**src/logic/cpib_pkg.sv**
```systemverilog
// Package: register map, control fields and constants of the processor interrupt port
package cpib_pkg;
    // ==========================================================
    // Register byte offsets
    localparam logic [7:0] CPIB_OFF_CTRL   = 8'h00;
    localparam logic [7:0] CPIB_OFF_MASK   = 8'h04;
    localparam logic [7:0] CPIB_OFF_ACK    = 8'h0c;
    localparam logic [7:0] CPIB_OFF_EOI    = 8'h10;
    localparam logic [7:0] CPIB_OFF_RUN    = 8'h14;
    localparam logic [7:0] CPIB_OFF_TOP    = 8'h18;
    localparam logic [7:0] CPIB_OFF_DEACT  = 8'h20;
    localparam logic [7:0] CPIB_OFF_APR_S  = 8'h30;
    localparam logic [7:0] CPIB_OFF_APR_NS = 8'h34;
    localparam logic [7:0] CPIB_OFF_STAT   = 8'h38;

    // ==========================================================
    // Control register field positions
    localparam int CPIB_B_G0_EN   = 0;
    localparam int CPIB_B_G1_EN   = 1;
    localparam int CPIB_B_FROUTE  = 3;
    localparam int CPIB_B_FBLK_G0 = 5;
    localparam int CPIB_B_FBLK_G1 = 6;
    localparam int CPIB_B_NBLK_G0 = 7;
    localparam int CPIB_B_NBLK_G1 = 8;
    localparam int CPIB_B_SPLIT   = 9;
    localparam int CPIB_CTRL_W    = 10;

    // ==========================================================
    // Reset values and fixed codes
    localparam logic [CPIB_CTRL_W-1:0] CPIB_CTRL_RST = 10'h000;
    localparam logic [7:0]  CPIB_MASK_RST = 8'h00;
    localparam logic [31:0] CPIB_APR_RST  = 32'h0000_0000;
    localparam logic [9:0]  CPIB_SPURIOUS = 10'h3ff;
    localparam logic [7:0]  CPIB_IDLE_PRI = 8'hff;
    localparam int          CPIB_ID_W     = 10;
    localparam int          CPIB_PRI_W    = 8;
    localparam int          CPIB_LVL_W    = 5;
    localparam int          CPIB_LVLS     = 32;
    localparam int          CPIB_SUB_W    = 3;

    // ==========================================================
    // Drive source of one request output
    typedef enum logic [2:0] {
        CPIB_SRC_CTRL   = 3'b001,
        CPIB_SRC_BYPASS = 3'b010,
        CPIB_SRC_OFF    = 3'b100
    } cpib_src_e;
endpackage : cpib_pkg

```
**src/logic/cpib_port.sv**
```systemverilog
// Processor interrupt port: masking, preemption, acknowledge, completion, bypass
// Functional notes
// - When enabled, signal top pending interrupt only if it beats mask and running priority.
// - Acknowledge read returns top pending identifier, else the spurious identifier.
// - Acknowledge makes the interrupt active; higher priority ones may then preempt.
// - Request output drops when no pending interrupt has enough priority.
// - End-of-interrupt write drops running priority and deactivates the interrupt.
// - Split-completion bit: end write only drops priority; deactivate write deactivates.
// - First version always drops and deactivates together, no split option.
// - Top pending query is readable any time and reports its priority.
// - With bypass, disabled signalling passes the legacy input to the processor.
// - Normal and fast requests are active-high logic outputs.
// - Group 1 always uses normal request; Group 0 may use fast request.
// - Fast routing off: normal driven if any group enabled, else bypassed.
// - Fast routing on: fast driven by group 0 enable, normal by group 1.
// - Second version adds four legacy-block bits, one per output and group.
// - Normal, no enables: block bit(s) choose deassert over bypass.
// - Normal, only group 0 enabled: routing off drives group 0, drops group 1.
// - Normal with group 1 enabled drives group 1; both enabled, routing off drives all.
// - Fast driven only when group 0 enable and fast routing are both set.
// - Fast not driven: block bits choose deassert, otherwise legacy input.
// - Wakeup outputs stay valid even with signalling and bypass both off.
// - Active-priority store readable and writable, separate secure and non-secure copies.
`timescale 1ns/1ps
module cpib_port
    import cpib_pkg::*;
#(
    parameter bit VERSION2 = 1'b1,
    parameter int ADR_W    = 8
) (
    input  wire logic                  i_core_clk,
    input  wire logic                  i_srst,
    input  wire logic                  i_wb_cyc,
    input  wire logic                  i_wb_stb,
    input  wire logic                  i_wb_we,
    input  wire logic [ADR_W-1:0]      i_wb_adr,
    input  wire logic [31:0]           i_wb_dat,
    input  wire logic [3:0]            i_wb_sel,
    input  wire logic                  i_secure_access,
    output logic      [31:0]           o_wb_dat,
    output logic                       o_wb_ack,
    input  wire logic                  i_dist_valid,
    input  wire logic [CPIB_ID_W-1:0]  i_dist_id,
    input  wire logic [CPIB_PRI_W-1:0] i_dist_pri,
    input  wire logic                  i_dist_group1,
    output logic                       o_ack_valid,
    output logic      [CPIB_ID_W-1:0]  o_ack_id,
    output logic                       o_deact_valid,
    output logic      [CPIB_ID_W-1:0]  o_deact_id,
    input  wire logic                  i_legacy_normal,
    input  wire logic                  i_legacy_fast,
    output logic                       o_normal_request,
    output logic                       o_fast_request,
    output logic                       o_wake_normal,
    output logic                       o_wake_fast
);
    // ==========================================================
    // Helpers
    function automatic logic [CPIB_LVL_W:0] lowest_level(input logic [CPIB_LVLS-1:0] v);
        lowest_level = {1'b1, {CPIB_LVL_W{1'b0}}};
        for (int k = CPIB_LVLS - 1; k >= 0; k--) begin
            if (v[k]) begin
                lowest_level = {1'b0, k[CPIB_LVL_W-1:0]};
            end
        end
    endfunction : lowest_level

    function automatic logic [31:0] lane_merge(input logic [31:0] old, input logic [31:0] wd,
                                               input logic [3:0] sel);
        for (int b = 0; b < 4; b++) begin
            lane_merge[b*8 +: 8] = sel[b] ? wd[b*8 +: 8] : old[b*8 +: 8];
        end
    endfunction : lane_merge

    // ==========================================================
    // State
    logic [CPIB_CTRL_W-1:0] ctrl;
    logic [CPIB_PRI_W-1:0]  pmask;
    logic [CPIB_LVLS-1:0]   apr_s;
    logic [CPIB_LVLS-1:0]   apr_ns;
    logic [1:0]             leg_n_sync;
    logic [1:0]             leg_f_sync;

    // ==========================================================
    // Bus decode
    wire            take      = i_wb_cyc && i_wb_stb && !o_wb_ack;
    wire [7:0]      adr       = i_wb_adr[7:0];
    wire            wr        = take && i_wb_we;
    wire            rd        = take && !i_wb_we;
    wire            rd_ack    = rd && adr == CPIB_OFF_ACK;
    wire            wr_eoi    = wr && adr == CPIB_OFF_EOI;
    wire            wr_deact  = wr && adr == CPIB_OFF_DEACT;
    wire            wr_ctrl   = wr && adr == CPIB_OFF_CTRL;
    wire            wr_mask   = wr && adr == CPIB_OFF_MASK;
    // Non-secure save/restore writes never reach the secure copy; acknowledge and drop still update it
    wire            wr_apr_s  = wr && adr == CPIB_OFF_APR_S && i_secure_access;
    wire            wr_apr_ns = wr && adr == CPIB_OFF_APR_NS;

    // ==========================================================
    // Control fields; first version has no split or block bits
    wire g0_en    = ctrl[CPIB_B_G0_EN];
    wire g1_en    = ctrl[CPIB_B_G1_EN];
    wire froute   = ctrl[CPIB_B_FROUTE];
    wire split    = VERSION2 && ctrl[CPIB_B_SPLIT];
    wire fblk0    = VERSION2 && ctrl[CPIB_B_FBLK_G0];
    wire fblk1    = VERSION2 && ctrl[CPIB_B_FBLK_G1];
    wire nblk0    = VERSION2 && ctrl[CPIB_B_NBLK_G0];
    wire nblk1    = VERSION2 && ctrl[CPIB_B_NBLK_G1];
    wire leg_n    = leg_n_sync[1];
    wire leg_f    = leg_f_sync[1];

    // ==========================================================
    // Priority: running priority is the best level held in either copy
    wire [CPIB_LVLS-1:0]  apr_all  = apr_s | apr_ns;
    wire [CPIB_LVL_W:0]   run_lvl  = lowest_level(apr_all);
    wire [CPIB_PRI_W-1:0] run_pri  = run_lvl[CPIB_LVL_W] ? CPIB_IDLE_PRI
                                     : {run_lvl[CPIB_LVL_W-1:0], {CPIB_SUB_W{1'b0}}};
    wire [CPIB_LVL_W-1:0] pend_lvl = i_dist_pri[CPIB_PRI_W-1 -: CPIB_LVL_W];
    // Preemption compares group levels only, sub-priority never preempts
    wire pend_ok  = i_dist_valid && i_dist_pri < pmask
                    && (run_lvl[CPIB_LVL_W] || pend_lvl < run_lvl[CPIB_LVL_W-1:0]);
    wire grp_en   = i_dist_group1 ? g1_en : g0_en;
    wire elig     = pend_ok && grp_en;
    wire fast_grp = !i_dist_group1 && froute;

    // ==========================================================
    // Output source selection, purely from control bits and pending group
    wire n_owner  = g1_en || (g0_en && !froute);
    wire n_val    = pend_ok && (i_dist_group1 ? g1_en : (g0_en && !froute));
    wire n_block  = froute ? (nblk0 && nblk1) : nblk1;
    wire f_owner  = g0_en && froute;
    wire f_val    = pend_ok && fast_grp && g0_en;
    wire f_block  = froute ? fblk0 : (fblk0 && fblk1);
    cpib_src_e n_src;
    cpib_src_e f_src;
    assign n_src  = n_owner ? CPIB_SRC_CTRL : (n_block ? CPIB_SRC_OFF : CPIB_SRC_BYPASS);
    assign f_src  = f_owner ? CPIB_SRC_CTRL : (f_block ? CPIB_SRC_OFF : CPIB_SRC_BYPASS);

    logic next_normal;
    logic next_fast;
    always_comb begin
        case (n_src)
            CPIB_SRC_CTRL:   next_normal = n_val;
            CPIB_SRC_BYPASS: next_normal = leg_n;
            CPIB_SRC_OFF:    next_normal = 1'b0;
            default:         next_normal = 1'b0;
        endcase
        case (f_src)
            CPIB_SRC_CTRL:   next_fast = f_val;
            CPIB_SRC_BYPASS: next_fast = leg_f;
            CPIB_SRC_OFF:    next_fast = 1'b0;
            default:         next_fast = 1'b0;
        endcase
    end

    // Wakeups ignore enables and block bits so they survive a full shutdown
    wire next_wake_n = leg_n || (pend_ok && !fast_grp);
    wire next_wake_f = leg_f || (pend_ok && fast_grp);

    // ==========================================================
    // Completion: drop clears the best active level wherever it is held
    wire                 do_drop  = wr_eoi && !run_lvl[CPIB_LVL_W];
    wire [CPIB_LVLS-1:0] drop_bit = do_drop ? (apr_all & ~(apr_all - 32'd1))
                                            : {CPIB_LVLS{1'b0}};
    wire                 ack_take = rd_ack && elig;
    wire [CPIB_LVLS-1:0] ack_bit  = ack_take ? (32'd1 << pend_lvl) : {CPIB_LVLS{1'b0}};
    wire [31:0]          wd_s     = lane_merge(apr_s, i_wb_dat, i_wb_sel);
    wire [31:0]          wd_ns    = lane_merge(apr_ns, i_wb_dat, i_wb_sel);
    wire [31:0]          wd_ctrl  = lane_merge({{(32-CPIB_CTRL_W){1'b0}}, ctrl}, i_wb_dat, i_wb_sel);
    wire [31:0]          wd_mask  = lane_merge({24'h0, pmask}, i_wb_dat, i_wb_sel);
    wire                 deact_go = (wr_eoi && !split) || (wr_deact && split);

    // ==========================================================
    // Read mux
    logic [31:0] next_rdat;
    always_comb begin
        case (adr)
            CPIB_OFF_CTRL:   next_rdat = {{(32-CPIB_CTRL_W){1'b0}}, ctrl};
            CPIB_OFF_MASK:   next_rdat = {24'h0, pmask};
            CPIB_OFF_ACK:    next_rdat = {22'h0, elig ? i_dist_id : CPIB_SPURIOUS};
            CPIB_OFF_RUN:    next_rdat = {24'h0, run_pri};
            CPIB_OFF_TOP:    next_rdat = i_dist_valid ? {8'h0, i_dist_pri, 6'h0, i_dist_id}
                                                      : {24'h0, 8'h0} | {22'h0, CPIB_SPURIOUS};
            CPIB_OFF_APR_S:  next_rdat = i_secure_access ? apr_s : 32'h0;
            CPIB_OFF_APR_NS: next_rdat = apr_ns;
            CPIB_OFF_STAT:   next_rdat = {24'h0, o_wake_fast, o_wake_normal, leg_f, leg_n,
                                          o_fast_request, o_normal_request, elig, pend_ok};
            default:         next_rdat = 32'h0;
        endcase
    end

    // ==========================================================
    // Registers
    always_ff @(posedge i_core_clk) begin
        leg_n_sync <= {leg_n_sync[0], i_legacy_normal};
        leg_f_sync <= {leg_f_sync[0], i_legacy_fast};
    end

    always_ff @(posedge i_core_clk) begin
        if (i_srst) begin
            ctrl  <= CPIB_CTRL_RST;
            pmask <= CPIB_MASK_RST;
        end else begin
            if (wr_ctrl) begin
                ctrl <= wd_ctrl[CPIB_CTRL_W-1:0];
            end
            if (wr_mask) begin
                pmask <= wd_mask[CPIB_PRI_W-1:0];
            end
        end
    end

    // Acknowledge sets wins over a same-cycle save/restore write
    always_ff @(posedge i_core_clk) begin
        if (i_srst) begin
            apr_s  <= CPIB_APR_RST;
            apr_ns <= CPIB_APR_RST;
        end else begin
            apr_s  <= ((wr_apr_s ? wd_s : apr_s) & ~drop_bit)
                      | (i_dist_group1 ? '0 : ack_bit);
            apr_ns <= ((wr_apr_ns ? wd_ns : apr_ns) & ~drop_bit)
                      | (i_dist_group1 ? ack_bit : '0);
        end
    end

    always_ff @(posedge i_core_clk) begin
        if (i_srst) begin
            o_wb_ack         <= 1'b0;
            o_wb_dat         <= 32'h0;
            o_ack_valid      <= 1'b0;
            o_ack_id         <= '0;
            o_deact_valid    <= 1'b0;
            o_deact_id       <= '0;
            o_normal_request <= 1'b0;
            o_fast_request   <= 1'b0;
            o_wake_normal    <= 1'b0;
            o_wake_fast      <= 1'b0;
        end else begin
            o_wb_ack         <= take;
            o_wb_dat         <= rd ? next_rdat : 32'h0;
            o_ack_valid      <= ack_take;
            o_ack_id         <= ack_take ? i_dist_id : o_ack_id;
            o_deact_valid    <= deact_go;
            o_deact_id       <= deact_go ? i_wb_dat[CPIB_ID_W-1:0] : o_deact_id;
            o_normal_request <= next_normal;
            o_fast_request   <= next_fast;
            o_wake_normal    <= next_wake_n;
            o_wake_fast      <= next_wake_f;
        end
    end
endmodule : cpib_port

```
**config.mk**
```make
export PLATFORM = sky130hd
export DESIGN_NAME = cpib_port
export DESIGN_NICKNAME = d
export VERILOG_FILES = /design/src/logic/cpib_pkg.sv /design/src/logic/cpib_port.sv
export SDC_FILE = /design/constraint.sdc
export NUM_CORES = 1
export LEC_CHECK = 0
export BUFFER_PORTS_ARGS = -buffer_cell sky130_fd_sc_hd__buf_2
export CAP_MARGIN = 20
export CORE_ASPECT_RATIO = 0.6
export CORE_UTILIZATION = 51
export DETAILED_ROUTE_END_ITERATION = 8
export GPL_TIMING_DRIVEN = 0
export PLACE_DENSITY = 0.76
export SETUP_SLACK_MARGIN = 0.2
export SYNTH_ARGS = -nofsm -noshare
export SYNTH_HDL_FRONTEND = slang
export SYNTH_SLANG_ARGS = --single-unit
```
**constraint.sdc**
```tcl
create_clock -name i_core_clk -period 3.5 [get_ports i_core_clk]
set_clock_uncertainty 0.1 [all_clocks]
set_input_delay 0.525 -clock i_core_clk [delete_from_list [all_inputs] [get_ports i_core_clk]]
set_output_delay 0.525 -clock i_core_clk [all_outputs]
set_load 0.02 [all_outputs]
```
==> results list <==
- Outcome: finished, violations left
- Violations in the final reports: DRC, setup timing
* Synthesized-area fraction occupied by ao, oa, aoi and oai cells: 24.7%
* Path depth of the worst reg2reg path: 17
* Residual overflow from global routing: 0
- The die covers 0.0156 sq mm.
- Proportion of netlist area held by the largest area contributor: 37.6%
- Finished Core Util: 69.8%
* Main combinational cell family by area after synthesis: simple AND/OR/NAND/NOR gates
- The critical path starts at apr_s[16].
* Die W: 161 um
* Portion of netlist area occupied by mux cells: under 10%
* Cell row count: 34
- STA classifies the critical path startpoint as a flop.
- For this run, the total global-route usage over all layers was measured as between 40% and 50%.
- Startpoint of the most critical register-to-register path: apr_s[16]
- Layout Cell Area excl Fill: 0.0102 sq mm
- After detailed routing, the number of remaining DRC violations is 56.
* Flop and latch count out of synthesis: about 150
* Critical path fanouts, max: 8
- The final layout contains routed wiring with a total length of 33,100 um.
* CTS tree: done
* Number of vias in the routed layout: 9,319
- Detailed placement HPWL: ~23,000 um
- Subtracting the final worst setup slack from the clock period gives 3.68 ns.
- Synthesized cell area: 0.00772 sq mm
- Portion of the post-synthesis area used by sequential elements: 37.6%
- List of most frequent post-synthesis cells: nand2_1, dfxtp_1, nor2_1
* Share of synthesized registers carrying an async set or reset: 0%
- Yosys attributes the largest share of cell area to dfxtp_1, nand2_1, nor2_1.
* Most used flip-flop cell after synthesis: dfxtp_1
- In this run the critical register-to-register path is captured at apr_s[16].
- Entering global routing, the biggest net connects 17 pins.
- Final Cycle Share: 105%
* Fraction of layout cells with a size suffix above 1: 29.5%
- Diode count: 0
- After the flow finishes, the layout carries non-filler instances totaling 1,377.
* Clk Latency, worst-skew pair: about 0.44 ns
- Hold buffer count at CTS: 0
- Headroom to the max-slew limit came out at 35.0%.
- Instance count after placement with tap cells included: between 1,000 and 1,500
* RSZ-0062 raised after global routing: yes
- HP Class: in -> reg
* XOR/XNOR Fraction of Synth Area: less than 1%
* Vias in the first global route: 8,147
- Placer congestion estimate: 1.03
* Average routed wire per standard cell: about 24 um
* Max-cap violation count: 0
- During I/O placement, the number of pins put on the boundary was ~130.
- Static timing analysis puts the maximum clock frequency at ~270 MHz.
* Final hold violation count: 0
- The synthesized netlist devotes between 20% and 30% of its cell area to simple gates.
- In this run the power density over the cells is 374 mW/mm^2.
- Yosys mapped a number of flops with a built-in enable equal to 0.
- Along the worst hold path, the cell count comes to 1.
- The H-tree was split into 4 levels.
- Floorplan die height: 97.3 um
- Counting every net in the synthesized netlist gives 1,068.
- Share of synthesized cell area in full adder, half adder and majority cells: 1.78%
- Arrival time at the worst endpoint: 3.92 ns
- The largest total area in the synthesized netlist belongs to dfxtp_1.
- Post-detailed-route count of antenna-violating nets: 0
- The setup path with the least slack is of type reg -> reg.
- Root Buffer Master: clkbuf_16
- For this design, the sink count on the clock tree is 145.
- Maximum count of clock buffers along a single path: 2
* Synthesized instance count: 985
- For flop-to-flop paths, the worst setup slack is -0.18 ns.
- OpenSTA, run right after detailed placement, puts the worst setup slack at -0.926 ns.
- Setup violations remaining at the end of the flow were counted as 65.
- Antenna violations before repair: 0
* Average vias per placed instance: 6.77
* 1st-iter DRT viols: 1,666
- Clock-pin slew was measured on the worst setup and hold paths at ~0.07 ns.
- Fin nets: roughly 1,200
- Area growth from synthesis to final layout: 32.3%
- Overall power of the completed layout: 0.00382 W
* Dominant cell by count in the synthesized netlist: nand2_1
* Final Worst Setup Slack: -0.179 ns
* Avg Synthesized Cell Area: slightly below 8 sq um
- Starting Density: 52.8%
* Global-route wire length before repair: 48,000 um
* Worst Setup End Kind: flop
- Transition time of the tightest slew-check pin: approximately 0.95 ns
- The first detailed-routing pass took 9 iterations.
- Port bufs: 128
- In this run the cell area measured after placement is slightly below 0.009 sq mm.
- In this run, CTS created clock tree buffers numbering 17.
- Yosys printed 0 warnings.
- IR drop worst, VDD: ~0.00026 V
* Number of max-slew violations in the final report: 0
- In this run, distinct cell masters in the synthesized netlist total 72.
- Static leakage: 4.10 nW
- Critical path required time: 3.74 ns
- Area of the core region: 0.0146 sq mm
- Critical path endpoint: apr_s[16]
## state kept, by name, indices dropped and copies added (netlist names), 8 cells and up
signal,flops
o_wb_dat,32
o_ack_id,10
apr_s,32
apr_ns,32
o_deact_id,10
pmask,8
ctrl,10
## worst max-delay path, cell delays in order (launching register included)
cell       delay, ns
dfxtp_4         0.34
or4_4           0.55
buf_4           0.17
nor2_1          0.17
o21ai_1         0.13
a31oi_1         0.25
o31ai_2         0.12
ha_1            0.19
a21o_1          0.19
a21oi_2         0.18
o21ai_4         0.10
nor2_2          0.11
nand2_2         0.10
o2bb2ai_4       0.21
buf_12          0.15
buf_8           0.13
nand4_1         0.18
a21oi_2         0.20
## per-layer routing
metal  part of all wire [%]  GRT usage (%)
met5                   0.18           3.25
met1                     41           61.3
met2                     38           50.6
met4                    2.6           12.7
met3                     19           16.1
## layout make-up
| cell class | instances | area [sq um] |
|---|---|---|
| plain buffers | 51 | 238 |
| clock buffers | 17 | 425 |
| clock inverters | 15 | 171 |
| fillers | 1206 | 4420 |
| inverters | 23 | 86.3 |
| multi-input cells | 767 | 5180 |
| flip-flops and latches | 145 | 2920 |
| well taps | 198 | 248 |
| repair buffers | 161 | 945 |
## cell families after synthesis
group,Yosys count
muxes,38
buffers and inverters,74
xor gates and xnor gates,1
AOI/OAI and AO/OA,282
and+or+nand+nor,434
DFF,145
adders and majority gates,11
## where the power goes
group | switching (W) | internal, W | total, W
Sequential | 0.00000386 | 0.00165 | 0.00166
Clock | 0.000831 | 0.00107 | 0.00190
Combinational | 0.000183 | 0.0000727 | 0.000256
Total | 0.00102 | 0.00280 | 0.00382
## stage by stage
| stage | hold WS (ns) | setup TNS [ns] |
|---|---|---|
| after global routing | 0.0916 | -4.89 |
| final | 0.0857 | -4.20 |
| after floorplan | 0.210 | 0 |
| after global placement | 0.217 | -54.92 |
| after CTS | 0.0901 | 0 |
| after detailed placement | 0.215 | -54.55 |
## layout by cell type, fill, tap and decap left out, drive strengths merged, types with 5 or more instances in the layout
cell type,n
nor2b,6
or2,15
buf,172
nor3,18
o22ai,12
a22oi,14
clkbuf,57
a31oi,13
nand3,48
a222oi,18
a311o,20
dfxtp,145
nor4,16
nand4,13
ha,11
and2,12
nor2,103
a21oi,73
nand2b,7
o21ai,68
a21o,10
o41ai,6
o211ai,11
nand2,156
o31ai,7
or3,5
or4,8
inv,30
mux2i,34
and3,14
## worst min path at each step
stage	start	to	slack, ns
6_report	i_legacy_fast	leg_f_sync[0]	0.09
5_1_grt	i_legacy_fast	leg_f_sync[0]	0.09
4_1_cts	i_legacy_fast	leg_f_sync[0]	0.09
3_5_place_dp	leg_n_sync[0]	leg_n_sync[1]	0.22
3_3_place_gp	leg_n_sync[0]	leg_n_sync[1]	0.22
2_1_floorplan	leg_f_sync[0]	leg_f_sync[1]	0.21
## timing repair
action,4_1_cts,5_1_grt
setup buffers,22,10
pin swaps,42,33
endpoints found under the setup margin,89,104
gates resized for setup,100,100
cloned,2,0
Power figures use the tool's default switching activity.
